<file path="src/ram_ptr_cfg_pkg.sv">
// constants for the buffer pointer and configuration register group
package ram_ptr_cfg_pkg;
  // register offsets on the plain register port (byte addresses)
  localparam logic [2:0] OFS_POINTER_UPPER = 3'h2;
  localparam logic [2:0] OFS_POINTER_LOWER = 3'h3;
  localparam logic [2:0] OFS_SELECTOR = 3'h5;
  localparam logic [2:0] OFS_CONFIG = 3'h6;
  // upper pointer fields
  localparam int BIT_READ_DIRECTION = 7;
  localparam int BIT_POINTER_STEP = 6;
  // configuration fields
  localparam int BIT_SOFT_RESET = 7;
  localparam int BIT_CHAIN_ENABLE = 6;
  localparam int BIT_CFG_MIDDLE_HI = 5;
  localparam int BIT_CFG_MIDDLE_LO = 2;
  // selector fields
  localparam int BIT_SELECT_TOP = 2;
  // indirect selector codes
  localparam logic [2:0] SEL_TENTATIVE_ID = 3'h0;
  localparam logic [2:0] SEL_NODE_ID = 3'h1;
  localparam logic [2:0] SEL_SETUP_ONE = 3'h2;
  localparam logic [2:0] SEL_NEXT_ID = 3'h3;
  localparam logic [2:0] SEL_SETUP_TWO = 3'h4;
  // reset values
  localparam logic [7:0] RESET_POINTER_UPPER = 8'h00;
  localparam logic [7:0] RESET_POINTER_LOWER = 8'h00;
  localparam logic [2:0] RESET_SELECTOR = 3'h0;
  localparam logic [3:0] RESET_CFG_MIDDLE = 4'h0;
  localparam logic [10:0] POINTER_STEP = 11'h001;
endpackage

</file>
<file path="src/ram_pointer_and_config_regs.sv">
// buffer pointer, indirect selector and configuration register group
// Behaviour
// upper pointer bit 7 gives next buffer access direction, 1 read, 0 write
// upper pointer bit 6 set advances pointer after each data access
// upper pointer bits 2-0 give buffer address bits 10-8
// lower pointer register gives buffer address bits 7-0
// upper bits 5-3 and selector bits 7-3 unused, read zero here
// three-bit selector chooses register behind indirect location 07
// low two selector bits are shared storage with configuration bits 1-0
// any configuration write clears selector top bit
// configuration bit 7 set holds device in software reset
// software reset keeps interface mode and configuration contents
// software reset only reinitialises status, next ID, diagnostic status
// host writes configuration bit 7 back to 0 to end software reset
// data access uses current pointer; step applied after access
// configuration bit 6 set enables command chaining
`timescale 1ns/1ps
module ram_pointer_and_config_regs
  import ram_ptr_cfg_pkg::*;
(
  // clock and reset
  input wire logic clk,
  input wire logic reset,
  // register port
  input wire logic [2:0] reg_addr,
  input wire logic [7:0] reg_wdata,
  input wire logic reg_write,
  input wire logic reg_read,
  output logic [7:0] reg_rdata,
  // buffer data-port access from the core
  input wire logic data_access,
  // buffer addressing and controls to the core
  output logic [10:0] ram_addr,
  output logic read_direction,
  output logic [2:0] indirect_select,
  output logic soft_reset,
  output logic chained_command_enable
);

  // ****************************************
  // register state
  // ****************************************
  logic read_dir_bit;
  logic pointer_step_enable;
  logic [2:0] ram_addr_upper;
  logic [7:0] ram_addr_lower;
  logic indirect_select_top;
  logic indirect_select_mid;
  logic indirect_select_low;
  logic soft_reset_bit;
  logic chain_bit;
  logic [3:0] cfg_middle;
  logic [7:0] rdata_hold;

  logic next_read_dir;
  logic next_step_enable;
  logic [10:0] next_pointer;
  logic next_sel_top;
  logic next_sel_mid;
  logic next_sel_low;
  logic next_soft_reset;
  logic next_chain;
  logic [3:0] next_cfg_middle;
  logic [7:0] next_rdata;

  logic wr_upper;
  logic wr_lower;
  logic wr_sel;
  logic wr_cfg;

  assign wr_upper = reg_write && (reg_addr == OFS_POINTER_UPPER);
  assign wr_lower = reg_write && (reg_addr == OFS_POINTER_LOWER);
  assign wr_sel = reg_write && (reg_addr == OFS_SELECTOR);
  assign wr_cfg = reg_write && (reg_addr == OFS_CONFIG);

  // ****************************************
  // next-state logic
  // ****************************************
  always_comb begin
    next_read_dir = read_dir_bit;
    next_step_enable = pointer_step_enable;
    next_pointer = {ram_addr_upper, ram_addr_lower};
    next_sel_top = indirect_select_top;
    next_sel_mid = indirect_select_mid;
    next_sel_low = indirect_select_low;
    next_soft_reset = soft_reset_bit;
    next_chain = chain_bit;
    next_cfg_middle = cfg_middle;
    // step after access completes
    if (data_access && pointer_step_enable) begin
      // automatic pointer advance
      next_pointer = {ram_addr_upper, ram_addr_lower} + POINTER_STEP;
    end
    // a host pointer write wins over a step in the same cycle for the half it writes
    if (wr_upper) begin
      // direction bit stored
      next_read_dir = reg_wdata[BIT_READ_DIRECTION];
      next_step_enable = reg_wdata[BIT_POINTER_STEP];
      // upper address bits
      next_pointer[10:8] = reg_wdata[2:0];
    end
    if (wr_lower) begin
      // lower address bits
      next_pointer[7:0] = reg_wdata;
    end
    if (wr_sel) begin
      // three-bit selector
      next_sel_top = reg_wdata[BIT_SELECT_TOP];
      next_sel_mid = reg_wdata[1];
      next_sel_low = reg_wdata[0];
    end
    if (wr_cfg) begin
      // config write drops top selector bit
      next_sel_top = 1'b0;
      // shared low selector bits
      next_sel_mid = reg_wdata[1];
      next_sel_low = reg_wdata[0];
      // soft reset follows the bit; cleared only by host write or hardware reset
      next_soft_reset = reg_wdata[BIT_SOFT_RESET];
      // chaining enable
      next_chain = reg_wdata[BIT_CHAIN_ENABLE];
      next_cfg_middle = reg_wdata[BIT_CFG_MIDDLE_HI:BIT_CFG_MIDDLE_LO];
    end
  end

  // ****************************************
  // read mux
  // ****************************************
  always_comb begin
    next_rdata = 8'h00;
    if (reg_read) begin
      unique case (reg_addr)
        // unused bits read zero
        OFS_POINTER_UPPER: next_rdata = {read_dir_bit, pointer_step_enable, 3'h0, ram_addr_upper};
        OFS_POINTER_LOWER: next_rdata = ram_addr_lower;
        OFS_SELECTOR: next_rdata = {5'h00, indirect_select_top, indirect_select_mid,
                                    indirect_select_low};
        OFS_CONFIG: next_rdata = {soft_reset_bit, chain_bit, cfg_middle,
                                  indirect_select_mid, indirect_select_low};
        default: next_rdata = 8'h00;
      endcase
    end
  end

  // ****************************************
  // registers
  // ****************************************
  // hardware reset clears these; soft reset touches none of them
  always_ff @(posedge clk or posedge reset) begin
    if (reset) begin
      read_dir_bit <= RESET_POINTER_UPPER[BIT_READ_DIRECTION];
      pointer_step_enable <= RESET_POINTER_UPPER[BIT_POINTER_STEP];
      ram_addr_upper <= RESET_POINTER_UPPER[2:0];
      ram_addr_lower <= RESET_POINTER_LOWER;
      indirect_select_top <= RESET_SELECTOR[2];
      indirect_select_mid <= RESET_SELECTOR[1];
      indirect_select_low <= RESET_SELECTOR[0];
      soft_reset_bit <= 1'b0;
      chain_bit <= 1'b0;
      cfg_middle <= RESET_CFG_MIDDLE;
      rdata_hold <= 8'h00;
    end else begin
      read_dir_bit <= next_read_dir;
      pointer_step_enable <= next_step_enable;
      ram_addr_upper <= next_pointer[10:8];
      ram_addr_lower <= next_pointer[7:0];
      indirect_select_top <= next_sel_top;
      indirect_select_mid <= next_sel_mid;
      indirect_select_low <= next_sel_low;
      soft_reset_bit <= next_soft_reset;
      chain_bit <= next_chain;
      cfg_middle <= next_cfg_middle;
      rdata_hold <= next_rdata;
    end
  end

  // ****************************************
  // outputs
  // ****************************************
  // soft reset is handed to status, next ID and diagnostic logic only
  assign soft_reset = soft_reset_bit;
  assign chained_command_enable = chain_bit;
  assign read_direction = read_dir_bit;
  assign ram_addr = {ram_addr_upper, ram_addr_lower};
  assign indirect_select = {indirect_select_top, indirect_select_mid, indirect_select_low};
  assign reg_rdata = rdata_hold;

  // ****************************************
  // assertions
  // ****************************************
  AST_STEP_ADVANCES: assert property (@(posedge clk) disable iff (reset)
    (data_access && pointer_step_enable && !wr_upper && !wr_lower)
      |=> (ram_addr == $past(ram_addr) + POINTER_STEP))
    else $error("pointer did not advance after access");
  AST_NO_STEP_HOLDS: assert property (@(posedge clk) disable iff (reset)
    (!pointer_step_enable && !wr_upper && !wr_lower) |=> $stable(ram_addr))
    else $error("pointer moved without step enable");
  AST_DIR_WRITE: assert property (@(posedge clk) disable iff (reset)
    wr_upper |=> (read_direction == $past(reg_wdata[BIT_READ_DIRECTION])))
    else $error("direction bit not stored");
  AST_UPPER_ADDR: assert property (@(posedge clk) disable iff (reset)
    wr_upper |=> (ram_addr[10:8] == $past(reg_wdata[2:0])))
    else $error("upper address not stored");
  AST_LOWER_ADDR: assert property (@(posedge clk) disable iff (reset)
    wr_lower |=> (ram_addr[7:0] == $past(reg_wdata)))
    else $error("lower address not stored");
  AST_RESERVED_ZERO: assert property (@(posedge clk) disable iff (reset)
    (reg_read && reg_addr == OFS_SELECTOR) |=> (reg_rdata[7:3] == 5'h00))
    else $error("selector unused bits not zero");
  AST_SEL_WRITE: assert property (@(posedge clk) disable iff (reset)
    (wr_sel && !wr_cfg) |=> (indirect_select == $past(reg_wdata[2:0])))
    else $error("selector not stored");
  AST_SHARED_BITS: assert property (@(posedge clk) disable iff (reset)
    (reg_read && reg_addr == OFS_CONFIG) |=> (reg_rdata[1:0] == indirect_select[1:0]))
    else $error("shared selector bits differ");
  AST_CFG_CLEARS_TOP: assert property (@(posedge clk) disable iff (reset)
    wr_cfg |=> !indirect_select[2])
    else $error("top selector bit not cleared");
  AST_SOFT_RESET_HOLDS: assert property (@(posedge clk) disable iff (reset)
    (soft_reset && !wr_cfg) |=> soft_reset)
    else $error("soft reset released without host write");
  AST_CHAIN_BIT: assert property (@(posedge clk) disable iff (reset)
    wr_cfg |=> (chained_command_enable == $past(reg_wdata[BIT_CHAIN_ENABLE])))
    else $error("chaining enable not stored");
  AST_SOFT_KEEPS_PTR: assert property (@(posedge clk) disable iff (reset)
    (soft_reset && !wr_upper && !wr_lower && !data_access) |=> $stable(ram_addr))
    else $error("soft reset disturbed pointer");

  // ****************************************
  // read path assertions
  // ****************************************
  // read answer lasts one cycle; idle cycles show zero so stale bytes never linger
  AST_RDATA_IDLE: assert property (@(posedge clk) disable iff (reset)
    !reg_read |=> (reg_rdata == 8'h00))
    else $error("read data not zero outside answer cycle");

  AST_UPPER_RESERVED: assert property (@(posedge clk) disable iff (reset)
    (reg_read && reg_addr == OFS_POINTER_UPPER) |=> (reg_rdata[5:3] == 3'h0))
    else $error("upper pointer unused bits not zero");

  AST_UPPER_READ: assert property (@(posedge clk) disable iff (reset)
    (reg_read && reg_addr == OFS_POINTER_UPPER)
      |=> (reg_rdata[BIT_READ_DIRECTION] == $past(read_direction)
           && reg_rdata[2:0] == $past(ram_addr[10:8])))
    else $error("upper pointer read back wrong");

  AST_LOWER_READ: assert property (@(posedge clk) disable iff (reset)
    (reg_read && reg_addr == OFS_POINTER_LOWER) |=> (reg_rdata == $past(ram_addr[7:0])))
    else $error("lower pointer read back wrong");

  AST_SEL_READ: assert property (@(posedge clk) disable iff (reset)
    (reg_read && reg_addr == OFS_SELECTOR) |=> (reg_rdata[2:0] == $past(indirect_select)))
    else $error("selector read back wrong");

  AST_UNMAPPED_READ: assert property (@(posedge clk) disable iff (reset)
    (reg_read && reg_addr != OFS_POINTER_UPPER && reg_addr != OFS_POINTER_LOWER
      && reg_addr != OFS_SELECTOR && reg_addr != OFS_CONFIG) |=> (reg_rdata == 8'h00))
    else $error("unmapped read not zero");

  // ****************************************
  // pointer stepping assertions
  // ****************************************
  // the written half wins a collision; the other half still takes the stepped value
  // wrap from the top of the buffer lands at address zero
  AST_STEP_CARRY: assert property (@(posedge clk) disable iff (reset)
    (data_access && pointer_step_enable && !wr_upper && !wr_lower && ram_addr[7:0] == 8'hFF)
      |=> (ram_addr[10:8] == $past(ram_addr[10:8]) + 3'h1))
    else $error("step did not carry into upper address");

  AST_LOWER_WRITE_WINS: assert property (@(posedge clk) disable iff (reset)
    (data_access && pointer_step_enable && wr_lower) |=> (ram_addr[7:0] == $past(reg_wdata)))
    else $error("lower write lost against step");

  AST_LOWER_STEPS_BESIDE_UPPER: assert property (@(posedge clk) disable iff (reset)
    (data_access && pointer_step_enable && wr_upper) |=> (ram_addr[7:0] == $past(ram_addr[7:0]) + 8'h01))
    else $error("lower half missed step beside upper write");

  AST_STEP_STORED: assert property (@(posedge clk) disable iff (reset)
    wr_upper |=> (pointer_step_enable == $past(reg_wdata[BIT_POINTER_STEP])))
    else $error("step enable not stored");

  AST_DIR_HOLDS: assert property (@(posedge clk) disable iff (reset)
    !wr_upper |=> $stable(read_direction))
    else $error("direction changed without upper write");

  // ****************************************
  // selector and configuration assertions
  // ****************************************
  // selector top bit is only reachable through the selector register
  AST_SEL_HOLDS: assert property (@(posedge clk) disable iff (reset)
    (!wr_sel && !wr_cfg) |=> $stable(indirect_select))
    else $error("selector changed without a write");

  AST_CFG_LOW_WRITE: assert property (@(posedge clk) disable iff (reset)
    wr_cfg |=> (indirect_select[1:0] == $past(reg_wdata[1:0])))
    else $error("config write missed shared selector bits");

  AST_SOFT_RESET_SET: assert property (@(posedge clk) disable iff (reset)
    wr_cfg |=> (soft_reset == $past(reg_wdata[BIT_SOFT_RESET])))
    else $error("soft reset bit not stored");

  AST_SOFT_KEEPS_CFG: assert property (@(posedge clk) disable iff (reset)
    (soft_reset && !wr_cfg) |=> ($stable(cfg_middle) && $stable(chained_command_enable)))
    else $error("soft reset disturbed configuration");

  AST_CHAIN_HOLDS: assert property (@(posedge clk) disable iff (reset)
    !wr_cfg |=> $stable(chained_command_enable))
    else $error("chaining enable changed without config write");
endmodule

</file>
<file path="config.mk">
export PLATFORM = sky130hd
export DESIGN_NAME = ram_pointer_and_config_regs
export DESIGN_NICKNAME = d
export VERILOG_FILES = /design/src/ram_ptr_cfg_pkg.sv /design/src/ram_pointer_and_config_regs.sv
export SDC_FILE = /design/constraint.sdc
export NUM_CORES = 1
export LEC_CHECK = 0
export ABC_AREA = 1
export BUFFER_PORTS_ARGS = -buffer_cell sky130_fd_sc_hd__buf_2
export CAP_MARGIN = 25
export CORE_UTILIZATION = 57
export CTS_BUF_LIST = sky130_fd_sc_hd__clkbuf_16
export DETAILED_ROUTE_END_ITERATION = 12
export PLACE_DENSITY = 0.84
export SLEW_MARGIN = 40
export SYNTH_ARGS = -nofsm -noshare
export SYNTH_HDL_FRONTEND = slang
export SYNTH_SLANG_ARGS = --single-unit
</file>
<file path="constraint.sdc">
create_clock -name clk -period 3.85 [get_ports clk]
set_clock_uncertainty 0.15 [all_clocks]
set_input_delay 0 -clock clk [delete_from_list [all_inputs] [get_ports clk]]
set_output_delay 0 -clock clk [all_outputs]
set_load 0.05 [all_outputs]
</file>
[Word-level counts from Yosys, hierarchy flattened]
Cells that the tools add are included.
Storage, ports and cells
  bits in registers: 30
  input bits: 16
  word-level logic and storage cells: 35
Cells by class
  add/sub/neg operators: 1
  eq/ne operators: 4
  muxes and demuxes: 11
  reduce and logical (&&, ||, !) cells: 8
Operator list (count)
  $pmux W8 S4: 1
  $mux W8: 2
  $add A11 B1 Y11 const B: 1
  $mux W11: 1
  $eq A3 B2 Y1 const B: 2
  $eq A3 B3 Y1 const B: 2
  $mux W1: 6
  $reduce_bool A2 Y1: 3
  $logic_and A1 B1 Y1: 5
  $mux W3: 1

[Longest topological paths before layout]
Gate-level depths: netlist of run 1.
  depth after elaboration: 4
  mapped depth: 8
  depth with buffers taken out: 8

[Worst setup path after synthesis of run 1]
OpenSTA, ideal clock, no wires.
  path type: register to register
  start: register ram_addr_lower[1]
  end: register ram_addr_upper[2]
  arrival: 1396 ps
  setup slack: 2187 ps
  cell stages (with the launch flop): 7
  cells stage by stage: dfrtp_1 ha_1 nand2_1 nor2_1 nand3_1 nand3_1 nand2_1
Between the ends
  word-level cells in the longest chain between the ends: 3
RTL lines
  from (decl): line ram_pointer_and_config_regs.sv:46  | logic [7:0] ram_addr_lower;
  from (signal assigned): line ram_pointer_and_config_regs.sv:166  | ram_addr_lower <= next_pointer[7:0];
  $add A11 B1 Y11: line ram_pointer_and_config_regs.sv:92  | next_pointer = {ram_addr_upper, ram_addr_lower} + POINTER_STEP;
  $mux W11: line ram_pointer_and_config_regs.sv:90  | if (data_access && pointer_step_enable) begin
  $mux W3: line ram_pointer_and_config_regs.sv:95  | if (wr_upper) begin
  to (signal assigned): line ram_pointer_and_config_regs.sv:153  | ram_addr_upper <= RESET_POINTER_UPPER[2:0];
  to (signal assigned): line ram_pointer_and_config_regs.sv:165  | ram_addr_upper <= next_pointer[10:8];
  to (decl): line ram_pointer_and_config_regs.sv:45  | logic [2:0] ram_addr_upper;
Every way passes these cells. The select of a mux whose other input is x is not followed.
A chain may end at the register's enable or synchronous reset.

[Worst setup path in the final report of run 1]
  start: input port reg_addr[2]
  end: register indirect_select_low
Between the ends
  word-level cells in the longest chain between the ends: 3
RTL lines
  from (decl): line ram_pointer_and_config_regs.sv:25  | input wire logic [2:0] reg_addr,
  $eq A3 B3 Y1 (on tied branches): line ram_pointer_and_config_regs.sv:74, ram_pointer_and_config_regs.sv:73
  $logic_and A1 B1 Y1 (on tied branches): line ram_pointer_and_config_regs.sv:74, ram_pointer_and_config_regs.sv:73
  $mux W1 or $reduce_bool A2 Y1 (tied branches)
  to (signal assigned): line ram_pointer_and_config_regs.sv:157  | indirect_select_low <= RESET_SELECTOR[0];
  to (signal assigned): line ram_pointer_and_config_regs.sv:169  | indirect_select_low <= next_sel_low;
  to (decl): line ram_pointer_and_config_regs.sv:49  | logic indirect_select_low;
Several ways; a longest one is shown, not always the timed one.

==> results.txt, run 1 <==
run status: finished, final reports clean
Setup crit end kind: flip-flop
crit-path cells: dlygate4sd3_1 > buf_2 > nand3_1 > nand2_2 > nand3_1 > dlygate4sd3_1 > nand2_1
final net count: 306
f_max: 0.5889 GHz
Detail Route Antenna Nets: 0
Slew HR: 58.11%
Port Buffers: 40
Synth top area share: 44.18%
DP Wirelength: 2935 µm
dpl cells: 299
max-slew violations: 0
worst skew pair latency: 280 ps
final hold violation count: 0
Chip Width: 56.60 µm
critical path arrival: 1770 ps
fillcell total: 195
largest area contributor in the netlist: dfrtp_1
clk sinks: 30
GR Util All Layers: 30.54%
routability cong.: 0.8543
PwrDens: 705.4 nW/µm²
FF-to-FF Start: ram_addr_lower[1]
max-cap viol count: 0
RSZ-0062 raised after global routing: no
fin cells: 321
CTS tree: built
Leak Pwr: 1.220 nW
Synth async-reset ratio: 100.0%
Clock Root Buffer: clkbuf_16
syn nets: 251
Seq/Total Area, Yosys: 44.18%
DIE HEIGHT: 56.60 µm
hold_buf cts: 14
Worst Setup SP: reg_addr[2]
sum of negative setup slack: 0 ps
CTS H-tree depth: 2
Hold WC Path Type: primary input to flip-flop
first-pass GRT wire length: 7251 µm
Multi-input gate area: 765.7 µm²
Post-synth EDFFs: 0
GRT overflow: 0
Tcrit/Tclk final: 44.10%
peak supply drop: 0.7948 mV
drt first-iter violations: 81
WL per Instance: 13.52 µm
via/cell ratio: 5.368
initial antenna violation count: 0
# rows: 19
Residual DRC: 0
vias in the first global route: 1554
router iterations before antenna repair: 4
WL final: 4341 µm
share of layout cells above drive strength 1: 21.72%
CP Max Fanout: 12
Starting Density: 61.09%
Worst Max-Slew Pin Slew: 627.4 ps
CTS resizes: 0
Syn Area/Cell: 7.261 µm²
worst setup path category: primary input to flip-flop
CORE AREA: 2781 µm²
postcts setup bufs: 0
slowest stage delay, CP: 560 ps
largest net degree at the start of global routing: 31
Final min period: 1698 ps
Top FF cell, synth: dfrtp_1
Reg clk slew, reported paths: 50 ps
Mapped Area: 1699 µm²
Num CTS Buffers: 5
Max clock buf depth: 2
YS warnings: 0
Hold Path Origin: reg_addr[1]
register area: 750.7 µm²
P&R area growth vs syn: 30.71%
synth top area cells: dfrtp_1 44%, nand2_1 18%, nand3_1 10%, inv_1 7.3%, nor2_1 3.8%
Worst path slowest cell: dlygate4sd3_1
Post-Synthesis Cells: 234
Ports: 41
post-synthesis register bit count: 30
Die Footprint: 3203 µm²
routed via count: 1723
Startpoint Class: primary input
final setup vio count: 0
n_diodes: 0
Critical Path RT: 3920 ps
count of cell types in the netlist: 22
routing by layer:
layer,wire [µm],vias to the layer above,track usage (%)
met2,2105,71,46.55
met4,113,0,12.89
li1,-,837,-
met5,0,-,0
met3,249,14,7.143
met1,1872,801,41.79
cell usage after synthesis, types with 2 or more instances:
library cell / n
o21ai_2: 6
dfrtp_1: 30
nand2_2: 4
nor2_1: 17
nand2_1: 80
nand3_1: 35
buf_4: 4
xnor2_1: 2
inv_1: 33
nor2_4: 2
o21bai_1: 2
o21ai_0: 5
a21oi_1: 5
power breakdown:
| part | switching [mW] | internal [mW] |
|---|---|---|
| logic | 0.411 | 0.148 |
| registers | 0.106 | 0.393 |
| clock network | 0.140 | 0.368 |
| total | 0.658 | 0.909 |
cell usage in the layout (no fill, tap or decap), types with 4 or more instances in the layout:
master	synthesis	routed
a21oi_1	5	5
nand3_1	35	35
buf_2	0	40
o21ai_2	6	6
dlygate4sd3_1	0	14
nand2_2	4	4
o21ai_0	5	5
inv_1	33	32
clkbuf_16	0	5
dfrtp_1	30	30
nand2_1	80	80
nor2_1	17	17
state kept, by name, summed over array words and instances, names as in the netlist, 3 cells and up:
| register | flops |
|---|---|
| ram_addr_upper | 3 |
| cfg_middle | 4 |
| ram_addr_lower | 8 |
| reg_rdata | 8 |
logic make-up after synthesis:
family                     after synthesis  share of synthesized area (%)
AOI/OAI and AO/OA                       20                          7.584
xor gates and xnor gates                 3                          1.547
adders and majority gates                1                         0.7363
buffers and inverters                   41                          10.75
DFF                                     30                          44.18
and+or+nand+nor                        139                          35.20
per-stage QoR:
step	utilization [%]	instance area [µm²]	power (mW)	hold WS, ps	worst slack [ps]
2_1_floorplan	-	1699	0.9141	-59.19	2187
3_3_place_gp	68.02	1892	1.034	63.87	2477
3_5_place_dp	68.02	1892	1.043	-36.71	2441
4_1_cts	79.85	2221	1.564	21.35	2199
5_1_grt	79.85	2221	1.637	69.25	2083
6_report	79.85	2221	1.567	26.22	2152
final timing paths:
path / to / slack (ps) / cells after the start
worst max-delay path: indirect_select_low / 2150 / 7
worst min-delay path: indirect_select_top / 30 / 4
worst max register to register: ram_addr_upper[2] / 2410 / 6
worst min register to register: cfg_middle[0] / 350 / 2
max in group asynchronous: ram_addr_lower[4] / 2930 / 3
min in group asynchronous: reg_rdata[5] / 200 / 3
critical path, delay by kind of cell:
family        cells  cell delay, ps
simple gates      4             430
buf+inv           3            1340
cell type report:
type                       count  area share, %
multi-input combinational    163          34.48
sequential                    30          33.80
timing repair buffer          54          15.32
inverter                      35          6.141
clock buffer                   5          5.634
clock inverter                 3          2.873
tap                           31          1.746
Power figures use the tool's default switching activity.
==> inputs of run 2 (changes only) <==
Settings changed: CORE_UTILIZATION 57 to 48, PLACE_DENSITY 0.84 to 0.76.
Clock period 3.85 ns to 1.48 ns, I/O delays scaled along.
==> results.txt, run 2 (synthesized netlist as in run 1, its figures left out) <==
run status: finished, final reports clean
critical path arrival: 1400 ps
Residual DRC: 0
Port Buffers: 40
hold_ws: 57.82 ps
most frequent cells in the layout: 80 x nand2_1, 40 x buf_2, 33 x nand3_1, 33 x inv_1, 24 x dfrtp_1
max-cap viol count: 0
final net count: 316
WL per Instance: 12.82 µm
GRT overflow: 0
commonest non-fill, non-tap cell in the layout: nand2_1
CTS tree: built
Reg clk slew, reported paths: 50 ps
Leak Pwr: 1.267 nW
share of layout cells above drive strength 1: 27.00%
DP Wirelength: 3077 µm
Die Footprint: 3782 µm²
DIE HEIGHT: 61.50 µm
via/cell ratio: 4.757
Detail Route Antenna Nets: 0
clk sinks: 30
GR Util All Layers: 27.02%
RSZ-0062 raised after global routing: no
# rows: 21
Worst Max-Slew Pin Slew: 390.6 ps
first-pass GRT wire length: 7003 µm
routed via count: 1646
worst skew pair latency: 280 ps
router iterations before antenna repair: 4
WL final: 4435 µm
largest net degree at the start of global routing: 31
routability cong.: 0.8706
fillcell total: 295
Startpoint Class: flip-flop
Starting Density: 50.52%
f_max: 0.7225 GHz
max-slew violations: 0
pre-CTS setup slack: 152.9 ps
Hold WC Path Type: primary input to flip-flop
initial antenna violation count: 0
CORE AREA: 3363 µm²
drt first-iter violations: 72
Slew HR: 73.96%
Setup crit end kind: flip-flop
Final min period: 1384 ps
final setup vio count: 0
Clock Root Buffer: clkbuf_16
Tcrit/Tclk final: 93.53%
Ports: 41
peak supply drop: 1.001 mV
CP Max Fanout: 5
final hold violation count: 0
Chip Width: 61.50 µm
PwrDens: 1778 nW/µm²
CTS H-tree depth: 2
Critical Path RT: 1490 ps
P&R area growth vs syn: 38.00%
Max clock buf depth: 2
setup ws final: 95.82 ps
worst setup path category: flip-flop to flip-flop
vias in the first global route: 1471
Num CTS Buffers: 5
n_diodes: 0
## run 2: changes by cell type in the layout (fill, tap and decap cells not counted), sizes merged
cell         before  now
buf              40   49
dlygate4sd3      14   15
## run 2: report_power, final
part | internal (mW) | switching [mW]
sequential | 1.04 | 0.248
clock | 0.957 | 0.374
combinational | 0.429 | 1.12
## run 2: metrics by stage
stage	TNS (ps)	utilization [%]	total power, mW	cell area [µm²]	cells
finish	0	69.72	4.168	2345	346
global route	0	69.72	4.421	2345	346
CTS	0	68.01	4.147	2287	341
detailed placement	0	57.92	2.784	1948	318
global placement	0	57.92	2.769	1948	318
floorplan	-2.704	-	2.395	1707	234
## run 2: layer usage
metal | track usage [%] | vias up | wire (µm)
li1 | - | 854 | -
met1 | 36.05 | 736 | 2069
met2 | 41.94 | 48 | 2072
met3 | 7.773 | 8 | 224
met4 | 9.524 | 0 | 68
met5 | 0 | - | 0
## run 2: path summary, 6_finish.rpt
| kind | start | endpoint | slack, ps | depth (start not counted) |
|---|---|---|---|---|
| max in group asynchronous | reset | ram_addr_lower[1] | 690 | 4 |
| hold / removal | data_access | ram_addr_lower[5] | 60 | 6 |
| hold reg to reg | cfg_middle[3] | cfg_middle[3] | 330 | 2 |
| setup / recovery | ram_addr_lower[0] | ram_addr_lower[6] | 100 | 6 |
| setup reg to reg | ram_addr_lower[0] | ram_addr_lower[6] | 100 | 6 |
| min in group asynchronous | reset | indirect_select_low | 190 | 4 |
## run 2: repair_timing
item	4_1_cts	5_1_grt
setup buffers	0	5
hold buffers	15	0
setup endpoints to repair	0	14
hold endpoints to repair	60	0
gates resized for setup	0	5
## run 2: area by class of cell
cell class,instances,area (µm²),share of cell area [%]
clock buffer,5,125.1,5.336
clock inverter,3,63.81,2.721
inverter,35,136.4,5.816
multi-input combinational,163,785.8,33.51
sequential,30,758.2,32.34
tap,46,57.56,2.455
timing repair buffer,64,417.9,17.82
## run 2: worst max-delay path, stage by stage (launching register included)
cell and delay [ps]:
dfrtp_2 390, ha_1 210, nand2_1 100, nor2_2 160, nand2_1 80, nand3_1 110, nand2_1 70
